## config.mk

```make
export PLATFORM = sky130hd
export DESIGN_NAME = crs_sequencer
export DESIGN_NICKNAME = d
export VERILOG_FILES = /design/src/common/crs_pkg.sv /design/src/hw/crs_sequencer.sv
export SDC_FILE = /design/constraint.sdc
export NUM_CORES = 1
export LEC_CHECK = 0
export BUFFER_PORTS_ARGS = -buffer_cell sky130_fd_sc_hd__clkbuf_2
export CAP_MARGIN = 10
export CORE_MARGIN = 2
export CORE_UTILIZATION = 50
export CTS_CLUSTER_DIAMETER = 60
export DETAILED_ROUTE_END_ITERATION = 6
export PLACE_DENSITY = 0.68
export SYNTH_ARGS = -nofsm -noshare
export SYNTH_HDL_FRONTEND = slang
export SYNTH_SLANG_ARGS = --single-unit
```

## constraint.sdc

```tcl
create_clock -name clk_i -period 15.4 [get_ports clk_i]
set_input_delay 3.08 -clock clk_i [delete_from_list [all_inputs] [get_ports clk_i]]
set_output_delay 3.08 -clock clk_i [all_outputs]
set_load 0.005 [all_outputs]
```

## src/common/crs_pkg.sv

```systemverilog
// shared constants and carrier types for the core regulator start-up sequencer
package crs_pkg;
  localparam int unsigned CLK_MHZ = 250;
  // start delay before the reference ramp begins, in microseconds
  localparam int unsigned START_DLY_US = 100;
  localparam int unsigned START_DLY_CYC = START_DLY_US * CLK_MHZ;
  // power-good delay after clock-enable, in milliseconds
  localparam int unsigned POWER_GOOD_DLY_MS = 7;
  localparam int unsigned POWER_GOOD_DLY_CYC = POWER_GOOD_DLY_MS * 1000 * CLK_MHZ;
  // consecutive in-window switching cycles before clock-enable
  localparam int unsigned WIN_CYCLES = 13;
  // slew of the target after clock-enable: 10 mV/us
  localparam int unsigned SLEW_MV_PER_US = 10;
  // target voltages in units of 0.1 mV
  localparam int unsigned VOLT_W = 15;
  localparam logic [14:0] BOOT_V = 15'd12000;
  localparam logic [14:0] VMAX_V = 15'd15000;
  localparam logic [14:0] VSTEP_V = 15'd125;
  localparam logic [14:0] WIN_V = 15'd1200;
  // slew step per 1 us tick: 10 mV = 100 units
  localparam logic [14:0] SLEW_STEP_V = 15'(SLEW_MV_PER_US * 10);
  localparam int unsigned US_CYC = CLK_MHZ;
  localparam int unsigned CODE_W = 7;
  localparam logic [6:0] CODE_ZERO_V = 7'h78;
  localparam int unsigned PER_W = 16;
  localparam int unsigned TRIM_W = 8;
  localparam logic [7:0] TRIM_MID = 8'h80;

  typedef enum logic [4:0] {
    CRS_IDLE  = 5'b00001,
    CRS_DELAY = 5'b00010,
    CRS_RAMP  = 5'b00100,
    CRS_SLEW  = 5'b01000,
    CRS_RUN   = 5'b10000
  } crs_state_e;

  // mode request from the system side
  typedef struct packed {
    logic deep_sleep_slow_slew_in;
    logic deep_sleep_n_in;
    logic low_current_n_in;
  } crs_mode_s;

  // per-channel drive toward the analog modulator
  typedef struct packed {
    logic phase1_start;
    logic phase2_start;
    logic phase2_enable;
    logic continuous_conduction;
    logic high_soft_current;
  } crs_drive_s;
endpackage

```

## src/hw/crs_sequencer.sv

```systemverilog
// start-up sequencer, voltage code decode, interleave and balance for a two-phase core regulator
// Operation
// - start only with supply good and enable high
// - ramp to 1.2V boot after 100us
// - force two-phase continuous conduction during start-up
// - low 41uA soft current on boot ramp
// - 13 in-window cycles: clock-enable, high current
// - then slew target to code at 10mV/us
// - power-good 7ms after clock-enable
// - code decodes 1.5V minus 12.5mV per step
// - two channels interleaved 180 degrees apart
// - trim pulse widths until sense averages equal
// - channel2 sense at 5V forces single phase
module crs_sequencer
  import crs_pkg::*;
#(
  parameter int unsigned START_CYC = START_DLY_CYC,
  parameter int unsigned POWER_GOOD_CYC = POWER_GOOD_DLY_CYC
)
(
  input wire logic clk_i,
  input wire logic nrst_i,
  input wire logic supply_por_ok_i,
  input wire logic regulator_on_in_i,
  input wire logic [6:0] voltage_code_i,
  input wire crs_pkg::crs_mode_s mode_i,
  input wire logic channel2_sense_at_rail_i,
  input wire logic [14:0] vout_i,
  input wire logic ramp_done_i,
  input wire logic switch_tick_i,
  input wire logic [15:0] channel_period_i,
  input wire logic channel1_sense_high_i,
  input wire logic channel2_sense_high_i,
  output logic clock_enable_n_o,
  output logic power_good_out_o,
  output logic [14:0] target_v_o,
  output logic low_soft_current_o,
  output crs_pkg::crs_drive_s drive_o,
  output logic [7:0] channel1_trim_o,
  output logic [7:0] channel2_trim_o
);
  import crs_pkg::*;

  // status, code, mode and vout pins pass two flops before use; tick, period and sense-high inputs are used directly
  logic [3:0] sa_r, sb_r;
  logic [6:0] ca_r, cb_r;
  logic [2:0] ma_r, mb_r;
  logic [14:0] va_r, vb_r;
  logic [3:0] sa_nxt;
  always_comb
  begin
    sa_nxt = {supply_por_ok_i, regulator_on_in_i, channel2_sense_at_rail_i, ramp_done_i};
  end
  always_ff @(posedge clk_i)
  begin
    if (!nrst_i)
    begin
      sa_r <= 4'h0;
      sb_r <= 4'h0;
      ca_r <= 7'h00;
      cb_r <= 7'h00;
      ma_r <= 3'h0;
      mb_r <= 3'h0;
      va_r <= 15'h0000;
      vb_r <= 15'h0000;
    end
    else
    begin
      sa_r <= sa_nxt;
      sb_r <= sa_r;
      ca_r <= voltage_code_i;
      cb_r <= ca_r;
      ma_r <= mode_i;
      mb_r <= ma_r;
      va_r <= vout_i;
      vb_r <= va_r;
    end
  end

  logic por_ok, reg_on, single_phase, ramp_done;
  crs_mode_s mode_s;
  assign por_ok = sb_r[3];
  assign reg_on = sb_r[2];
  assign single_phase = sb_r[1];
  assign ramp_done = sb_r[0];
  assign mode_s = mb_r;

  // code decode; steps past 0x78 floor at zero
  logic [14:0] code_v;
  always_comb
  begin
    if (cb_r >= CODE_ZERO_V)
      code_v = 15'h0000;
    else
      code_v = VMAX_V - 15'(cb_r * VSTEP_V);
  end

  // sequencer
  crs_state_e st_r, st_nxt;
  logic [31:0] tmr_r, tmr_nxt;
  logic [3:0] win_r, win_nxt;
  logic [7:0] us_r, us_nxt;
  logic [14:0] tgt_r, tgt_nxt;
  logic clk_en_n_r, clk_en_n_nxt, pg_r, pg_nxt;
  logic in_win;
  logic [14:0] err;

  always_comb
  begin
    err = (vb_r > BOOT_V) ? vb_r - BOOT_V : BOOT_V - vb_r;
    in_win = err <= WIN_V;
  end

  always_comb
  begin
    st_nxt = st_r;
    tmr_nxt = tmr_r;
    win_nxt = win_r;
    us_nxt = us_r;
    tgt_nxt = tgt_r;
    clk_en_n_nxt = clk_en_n_r;
    pg_nxt = pg_r;
    if (!reg_on || !por_ok)
    begin
      st_nxt = CRS_IDLE;
      tmr_nxt = 32'h0;
      win_nxt = 4'h0;
      us_nxt = 8'h00;
      tgt_nxt = 15'h0000;
      clk_en_n_nxt = 1'b1;
      pg_nxt = 1'b0;
    end
    else
    begin
      unique case (st_r)
        CRS_IDLE:
        begin
          st_nxt = CRS_DELAY;
          tmr_nxt = 32'h0;
        end
        CRS_DELAY:
        begin
          if (tmr_r >= START_CYC - 1)
          begin
            st_nxt = CRS_RAMP;
            tgt_nxt = BOOT_V;
            tmr_nxt = 32'h0;
          end
          else
            tmr_nxt = tmr_r + 32'h1;
        end
        CRS_RAMP:
        begin
          // counts only once the soft ramp has reached the boot level
          if (switch_tick_i)
          begin
            if (!in_win || !ramp_done)
              win_nxt = 4'h0;
            else if (win_r == 4'(WIN_CYCLES - 1))
            begin
              st_nxt = CRS_SLEW;
              clk_en_n_nxt = 1'b0;
              win_nxt = 4'h0;
              tmr_nxt = 32'h0;
            end
            else
              win_nxt = win_r + 4'h1;
          end
        end
        default:
        begin
          // slew and run share the power-good timer
          if (us_r == 8'(US_CYC - 1))
          begin
            us_nxt = 8'h00;
            if (tgt_r + SLEW_STEP_V < code_v)
              tgt_nxt = tgt_r + SLEW_STEP_V;
            else if (tgt_r > code_v + SLEW_STEP_V)
              tgt_nxt = tgt_r - SLEW_STEP_V;
            else
              tgt_nxt = code_v;
          end
          else
            us_nxt = us_r + 8'h01;
          if (tgt_r == code_v)
            st_nxt = CRS_RUN;
          if (!pg_r)
          begin
            if (tmr_r >= POWER_GOOD_CYC - 1)
              pg_nxt = 1'b1;
            else
              tmr_nxt = tmr_r + 32'h1;
          end
        end
      endcase
    end
  end

  always_ff @(posedge clk_i)
  begin
    if (!nrst_i)
    begin
      st_r <= CRS_IDLE;
      tmr_r <= 32'h0;
      win_r <= 4'h0;
      us_r <= 8'h00;
      tgt_r <= 15'h0000;
      clk_en_n_r <= 1'b1;
      pg_r <= 1'b0;
    end
    else
    begin
      st_r <= st_nxt;
      tmr_r <= tmr_nxt;
      win_r <= win_nxt;
      us_r <= us_nxt;
      tgt_r <= tgt_nxt;
      clk_en_n_r <= clk_en_n_nxt;
      pg_r <= pg_nxt;
    end
  end

  // interleaved channel timing and mode drive
  logic [15:0] ph_r, ph_nxt;
  logic starting;
  crs_drive_s drv_r, drv_nxt;
  logic low_cur_r, low_cur_nxt;
  always_comb
  begin
    starting = (st_r != CRS_RUN) && (st_r != CRS_SLEW) || clk_en_n_r;
    ph_nxt = (ph_r >= channel_period_i - 16'h1) ? 16'h0 : ph_r + 16'h1;
    drv_nxt.phase1_start = (st_r != CRS_IDLE) && (ph_r == 16'h0);
    drv_nxt.phase2_enable = (st_r != CRS_IDLE) && !single_phase && (starting
      || mode_s.low_current_n_in);
    drv_nxt.phase2_start = drv_nxt.phase2_enable
      && (ph_r == {1'b0, channel_period_i[15:1]});
    drv_nxt.continuous_conduction = starting || !(mode_s.deep_sleep_slow_slew_in
      && !mode_s.deep_sleep_n_in);
    // taken from the next state so both currents swap on the clock-enable edge
    drv_nxt.high_soft_current = !clk_en_n_nxt;
    low_cur_nxt = (st_nxt == CRS_RAMP);
  end

  // balance: step the trims apart while the sense averages differ
  logic [7:0] tr1_r, tr1_nxt, tr2_r, tr2_nxt;
  logic hi1, hi2;
  always_comb
  begin
    hi1 = channel1_sense_high_i;
    hi2 = channel2_sense_high_i;
    tr1_nxt = tr1_r;
    tr2_nxt = tr2_r;
    if (st_r == CRS_IDLE || single_phase)
    begin
      tr1_nxt = TRIM_MID;
      tr2_nxt = TRIM_MID;
    end
    else if (switch_tick_i && hi1 && !hi2 && tr1_r != 8'h00 && tr2_r != 8'hff)
    begin
      tr1_nxt = tr1_r - 8'h01;
      tr2_nxt = tr2_r + 8'h01;
    end
    else if (switch_tick_i && hi2 && !hi1 && tr2_r != 8'h00 && tr1_r != 8'hff)
    begin
      tr1_nxt = tr1_r + 8'h01;
      tr2_nxt = tr2_r - 8'h01;
    end
  end

  always_ff @(posedge clk_i)
  begin
    if (!nrst_i)
    begin
      ph_r <= 16'h0;
      drv_r <= '0;
      low_cur_r <= 1'b0;
      tr1_r <= TRIM_MID;
      tr2_r <= TRIM_MID;
    end
    else
    begin
      ph_r <= ph_nxt;
      drv_r <= drv_nxt;
      low_cur_r <= low_cur_nxt;
      tr1_r <= tr1_nxt;
      tr2_r <= tr2_nxt;
    end
  end

  assign clock_enable_n_o = clk_en_n_r;
  assign power_good_out_o = pg_r;
  assign target_v_o = tgt_r;
  assign low_soft_current_o = low_cur_r;
  assign drive_o = drv_r;
  assign channel1_trim_o = tr1_r;
  assign channel2_trim_o = tr2_r;
endmodule

```

### Word-level counts from Yosys, hierarchy flattened

Index checks and enable logic that the tools add are counted.

| word-level totals | value |
|---|---|
| bits of input ports | 50 |
| flip-flop bits (word level) | 162 |
| output and inout port bits | 39 |
| word-level logic and storage cells | 147 |

| cells by class | value |
|---|---|
| bitwise logic cells | 2 |
| magnitude comparators | 8 |
| mux-type cells | 35 |
| reduce and logical (&&, ||, !) cells | 43 |
| equal/unequal tests | 19 |
| $add $sub $neg | 15 |
| $mul | 1 |

Operators with widths:

| kind | count |
|---|---|
| $mux W32 | 6 |
| $pmux W32 S3 | 1 |
| $mux W15 | 6 |
| $mux W8 | 5 |
| $add A32 B1 Y32 const B | 1 |
| $ge A32 B15 Y1 const B | 1 |
| $ge A32 B21 Y1 const B | 1 |
| $add A15 B7 Y15 const B | 2 |
| $mux W5 | 6 |
| $pmux W15 S2 | 1 |
| $add A8 B1 Y8 const B | 3 |
| $add A16 B1 Y16 const B | 1 |
| $eq A16 B15 Y1 | 1 |
| $ge A16 B16 Y1 | 1 |
| $logic_not A16 Y1 | 1 |
| $ne A8 B8 Y1 const B | 2 |
| $reduce_bool A8 Y1 | 2 |
| $sub A16 B1 Y16 const B | 1 |
| $sub A8 B1 Y8 const B | 2 |
| $eq A15 B15 Y1 | 1 |
| $gt A15 B14 Y1 const B | 1 |
| $gt A15 B15 Y1 | 1 |
| $le A15 B11 Y1 const B | 1 |
| $lt A15 B15 Y1 | 1 |
| 30 further kinds | 74 |

### Logic depth before layout (Yosys ltp)

| logic depth | value |
|---|---|
| depth in word-level cells | 10 |
| depth in mapped cells | 30 |
| depth with buffers taken out | 28 |

### Worst setup path after synthesis

Ideal clock, no wire load.

| timing path | value |
|---|---|
| kind | register to register |
| start | reg cb_r[0] |
| end | reg tgt_r[10], in the netlist target_v_o[10] |
| path buffers | 3 |
| setup slack | 8198 ps |
| data arrival time | 7143 ps |
| stages on the path, launching flop included | 30 |
| clock period less this slack | 7202 ps |
| library setup time | 59 ps |
| required time | 15341 ps |
| cell sequence | dfxtp_1 > inv_1 > fa_1 > fa_1 > inv_1 > fa_1 > inv_1 > fa_1 > ha_1 > o211a_1 > o31a_1 > nor3_1 > or3_1 > clkbuf_1 > or4_1 > nor2b_1 > nand3_1 > nor3_1 > xor2_1 > ha_1 > a21o_1 > a21o_1 > a311oi_1 > o21ai_0 > o21ai_0 > clkbuf_1 > clkbuf_1 > a21oi_1 > o21ai_0 > o211a_1 |

| on the way | value |
|---|---|
| word-level cells in the longest chain between the ends | 9 |
| elaborated cells on any way between the ends | 11 |
| classes of those cells | add/sub (2); mul (1); order compare (3); mux (5) |

Ends and longest elaborated chain:

| what | line | source |
|---|---|---|
| start, declared | crs_sequencer.sv:46 | `logic [6:0] ca_r, cb_r;` |
| start signal, assigned | crs_sequencer.sv:72 | `cb_r <= ca_r;` |
| $mul A7 B7 Y14 | crs_sequencer.sv:95 | `code_v = VMAX_V - 15'(cb_r * VSTEP_V);` |
| $sub A14 B14 Y15 | crs_sequencer.sv:95 |  |
| $mux W15 (*) | crs_sequencer.sv:92 | `if (cb_r >= CODE_ZERO_V)` |
| $add A15 B7 Y15 | crs_sequencer.sv:178 | `else if (tgt_r > code_v + SLEW_STEP_V)` |
| $gt A15 B15 Y1 | crs_sequencer.sv:178 |  |
| $mux W15 | crs_sequencer.sv:178 |  |
| $mux W15 (*) | crs_sequencer.sv:176 | `if (tgt_r + SLEW_STEP_V < code_v)` |
| $mux W15 (*) | crs_sequencer.sv:173 | `if (us_r == 8'(US_CYC - 1))` |
| $pmux W15 S2 (*) | crs_sequencer.sv:135 | `unique case (st_r)` |
| end signal, assigned | crs_sequencer.sv:217 | `tgt_r <= tgt_nxt;` |
| end, declared | crs_sequencer.sv:103 | `logic [14:0] tgt_r, tgt_nxt;` |

Mark *: on every way between the ends. The rest lies on a longest branch, timed or not. The select of a mux whose other input is x is not followed.
A chain may end at the register's enable or synchronous reset.

### Worst setup path in the final report

| timing path | value |
|---|---|
| start | reg cb_r[3] |
| end | reg tgt_r[12], in the netlist target_v_o[12] |

Same word-level chain as after synthesis.

==> results.md <==
- Post-DRT Antenna Nets: 0
- Largest net degree at the start of global routing: 64
- Synth warn: 0
- DRT Pass-1 Iters: 5
- Reg2reg setup slack: 7630 ps
- Final-report setup violation count: 0
- Final period demand of the worst path: 7770 ps
- Setup bufs post-CTS: 0
- R2R depth: 23
- Worst setup EP type: flip-flop
- Post-synthesis adder-cell area fraction: 16.2%
- Initial antenna violation count: 0
- Die Area: 23500 um^2
- Rows: 54
- Post-synthesis compound-gate area fraction: 17.0%
- Bufs and invs on worst path: 3
- Clk slew on worst S/H paths: 70 ps
- Most common cell in the synthesized netlist: dfxtp_1
- Max-cap viol count: 0
- Vias per cell: 5.62
- DRT Wirelength: 25900 um
- Top post-synthesis cells by area: dfxtp_1 (29%), ha_1 (12%), and2_1 (4.3%)
- Top cell type by total area after synthesis: dfxtp_1
- Nets@finish: 1584
- Die Span Y: 153 um
- HP Class: reg -> reg
- Async SR Flop Fraction: 0%
- CTS tree: built
- Syn_nets: 1520
- Worst Hold End: cb_r[6]
- Clock buffer depth: 2
- Gate Count Post-Synth: 1338
- Area grow syn2layout: 11.1%
- CTS root buf: clkbuf_16
- Hpwl dp: 19500 um
- Crit-path cells: inv_1 > fa_1 > inv_1 > fa_1 > fa_1 > inv_1 > fa_1 > ha_1 > a21o_1 > and2_1 > a211o_1 > a2111oi_0 > nor3_1 > nand3b_1 > ha_1 > nand4_1 > or3b_2 > a2111oi_0 > nor2_1 > nor2_1 > a32oi_1 > a21o_1 > a22o_1
- Outcome: completed
- CP Max Fanout: 19
- Leak: 5.53 nW
- Total GRT Usage: 22.7%
- Most used cell, CP: fa_1
- Post-synth EDFFs: 0
- Max Slew Vio Count: 0
- Worst setup SP type: flip-flop
- Wirelength per Cell: 15.3 um
- Syn Std Cell Area: 11200 um^2
- Critical path class: reg -> reg
- CP required: 15730 ps
- Core area: 21900 um^2
- Post-synth top area share: 29.1%
- Top Ports: 89
- Port Buffers: 88
- Reg-to-reg startpoint: cb_r[3]
- Die W: 153 um
- Post-CTS sizing: 0
- Combinational family with the most area after synthesis: simple AND/OR/NAND/NOR gates
- Max stage delay on crit path: 570 ps
- Max_slew headroom: 25.0%
- CP Data Arrival Time: 8100 ps
- Final TNS setup: 0 ps
- Largest delay share family, worst path: adder cells
- GR Overflow Total: 0
- Mux contribution to synthesized area: 0.841%
- HP Start: ca_r[6]
- Worst VDD drop: 0.0749 mV
- Number of global-route vias before repair: 9135
- GPL Wtd Cong: 0.870
- Post-synthesis xor/xnor area fraction: 8.30%
- Initial drt markers: 554
- # DRC: 0
- Vias: 9521
- Final Hold Fails: 0
- Worst hold path cell count: 1
- Capturing point of the worst reg2reg path: target_v_o[12]
- Synthesized flop and latch total: 162
- CP max-delay cell: a2111oi_0
- Syn Area/Cell: 8.34 um^2
- TritonCTS Buffers: 17
- Hold buffers post-CTS: 0
- Worst skew pair latency: 440 ps
- RSZ-0062 raised after global routing: no
- Ys flop type: dfxtp_1
- Simple-Gate Fraction of Synth Area: 23.6%
- Slew of the pin with the lowest slew margin: 1120 ps
- Fin crit share: 50.4%
- Register area share after synthesis: 29.1%
- Clock Skew: 9.90 ps
- CTS HTree Levels: 4
- Power Density: 102 nW/um^2
- Cell variety after synth: 75
- Total Power: 1.27 mW
- Initial Utilization: 51.0%
- Diodes inserted: 0
- Sink Count: 162
- First-pass GRT wire length: 44500 um
- Ranking of synthesized cells by instance count: dfxtp_1 (162), ha_1 (111), nor2_1 (106)
- Fmax: 129 MHz
- Share of cells above drive strength 1: 11.0%
[through the flow]
| step | util, % | std cells | hold WS [ps] | instance area, um^2 | setup WS (ps) |
|---|---|---|---|---|---|
| after floorplan | - | 1338 | 412 | 11200 | 8200 |
| after global placement | 53.9 | 1663 | 414 | 11800 | 7960 |
| after detailed placement | 53.9 | 1663 | 418 | 11800 | 7760 |
| after CTS | 56.6 | 1695 | 433 | 12400 | 7740 |
| after global routing | 56.6 | 1695 | 452 | 12400 | 7080 |
| final | 56.6 | 1695 | 431 | 12400 | 7630 |
[layout by cell type (no fill, tap or decap), types with 21 or more instances in the layout]
cell type  instances
xnor2_1           51
a21o_1            28
xor2_1            52
nand3_1           44
nand2_1           87
fa_1              21
inv_1             92
and2_1            77
or4_1             21
nor3_1            37
clkbuf_2          88
a21oi_1           93
nand4_1           21
dfxtp_1          162
nor2_1           106
o21ai_0           48
ha_1             111
[registers in the layout, summed over array words and instances (netlist names)]
name,count
power_good_out_o,1
target_v_o,15
st_r,5
clock_enable_n_o,1
channel2_trim_o,8
us_r,8
ca_r,7
ph_r,16
sb_r,4
vb_r,15
win_r,4
channel1_trim_o,8
drive_o,5
va_r,15
sa_r,4
tmr_r,32
low_soft_current_o,1
mb_r,3
cb_r,7
ma_r,3
[per-layer routing]
layer | global-route usage, % | wire [um]
met1 | 30.4 | 12500
met2 | 37.6 | 11800
met4 | 7.12 | 480
met3 | 3.66 | 1050
met5 | 0 | 0
[cell type report]
class | instances | area [um^2]
Inverter | 92 | 345
Timing Repair Buffer | 96 | 500
Tap cell | 280 | 350
Clock inverter | 11 | 118
Multi-Input combinational cell | 1033 | 7360
Sequential cell | 162 | 3240
Fill cell | 2014 | 9490
Clock buffer | 21 | 480
[worst max path at each step]
stage / slack [ps] / end / cells after the start / from
floorplan: 8200 / target_v_o[10] / 29 / cb_r[0]
finish: 7630 / target_v_o[12] / 23 / cb_r[3]
global placement: 7960 / target_v_o[8] / 27 / cb_r[0]
CTS: 7740 / target_v_o[8] / 27 / cb_r[3]
global route: 7080 / target_v_o[12] / 23 / cb_r[3]
detailed placement: 7760 / target_v_o[8] / 27 / cb_r[3]
[logic make-up (layout without fill, tap and decap cells)]
logic type                 Yosys count  after routing
and+or+nand+nor                    496            496
AOI/OAI and AO/OA                  292            292
DFF                                162            162
buffers and inverters              143            220
adders and majority gates          132            132
xor gates and xnor gates           104            104
muxes                                9              9
[report_power, final]
part           switching (mW)  internal [mW]  leakage, nW  total [mW]
Clock                   0.181          0.243        0.288       0.424
Combinational           0.242          0.167         3.92       0.408
Sequential            0.00665          0.427         1.32       0.434
Total                   0.429          0.837         5.53        1.27
(Power assumes the default switching activity.)
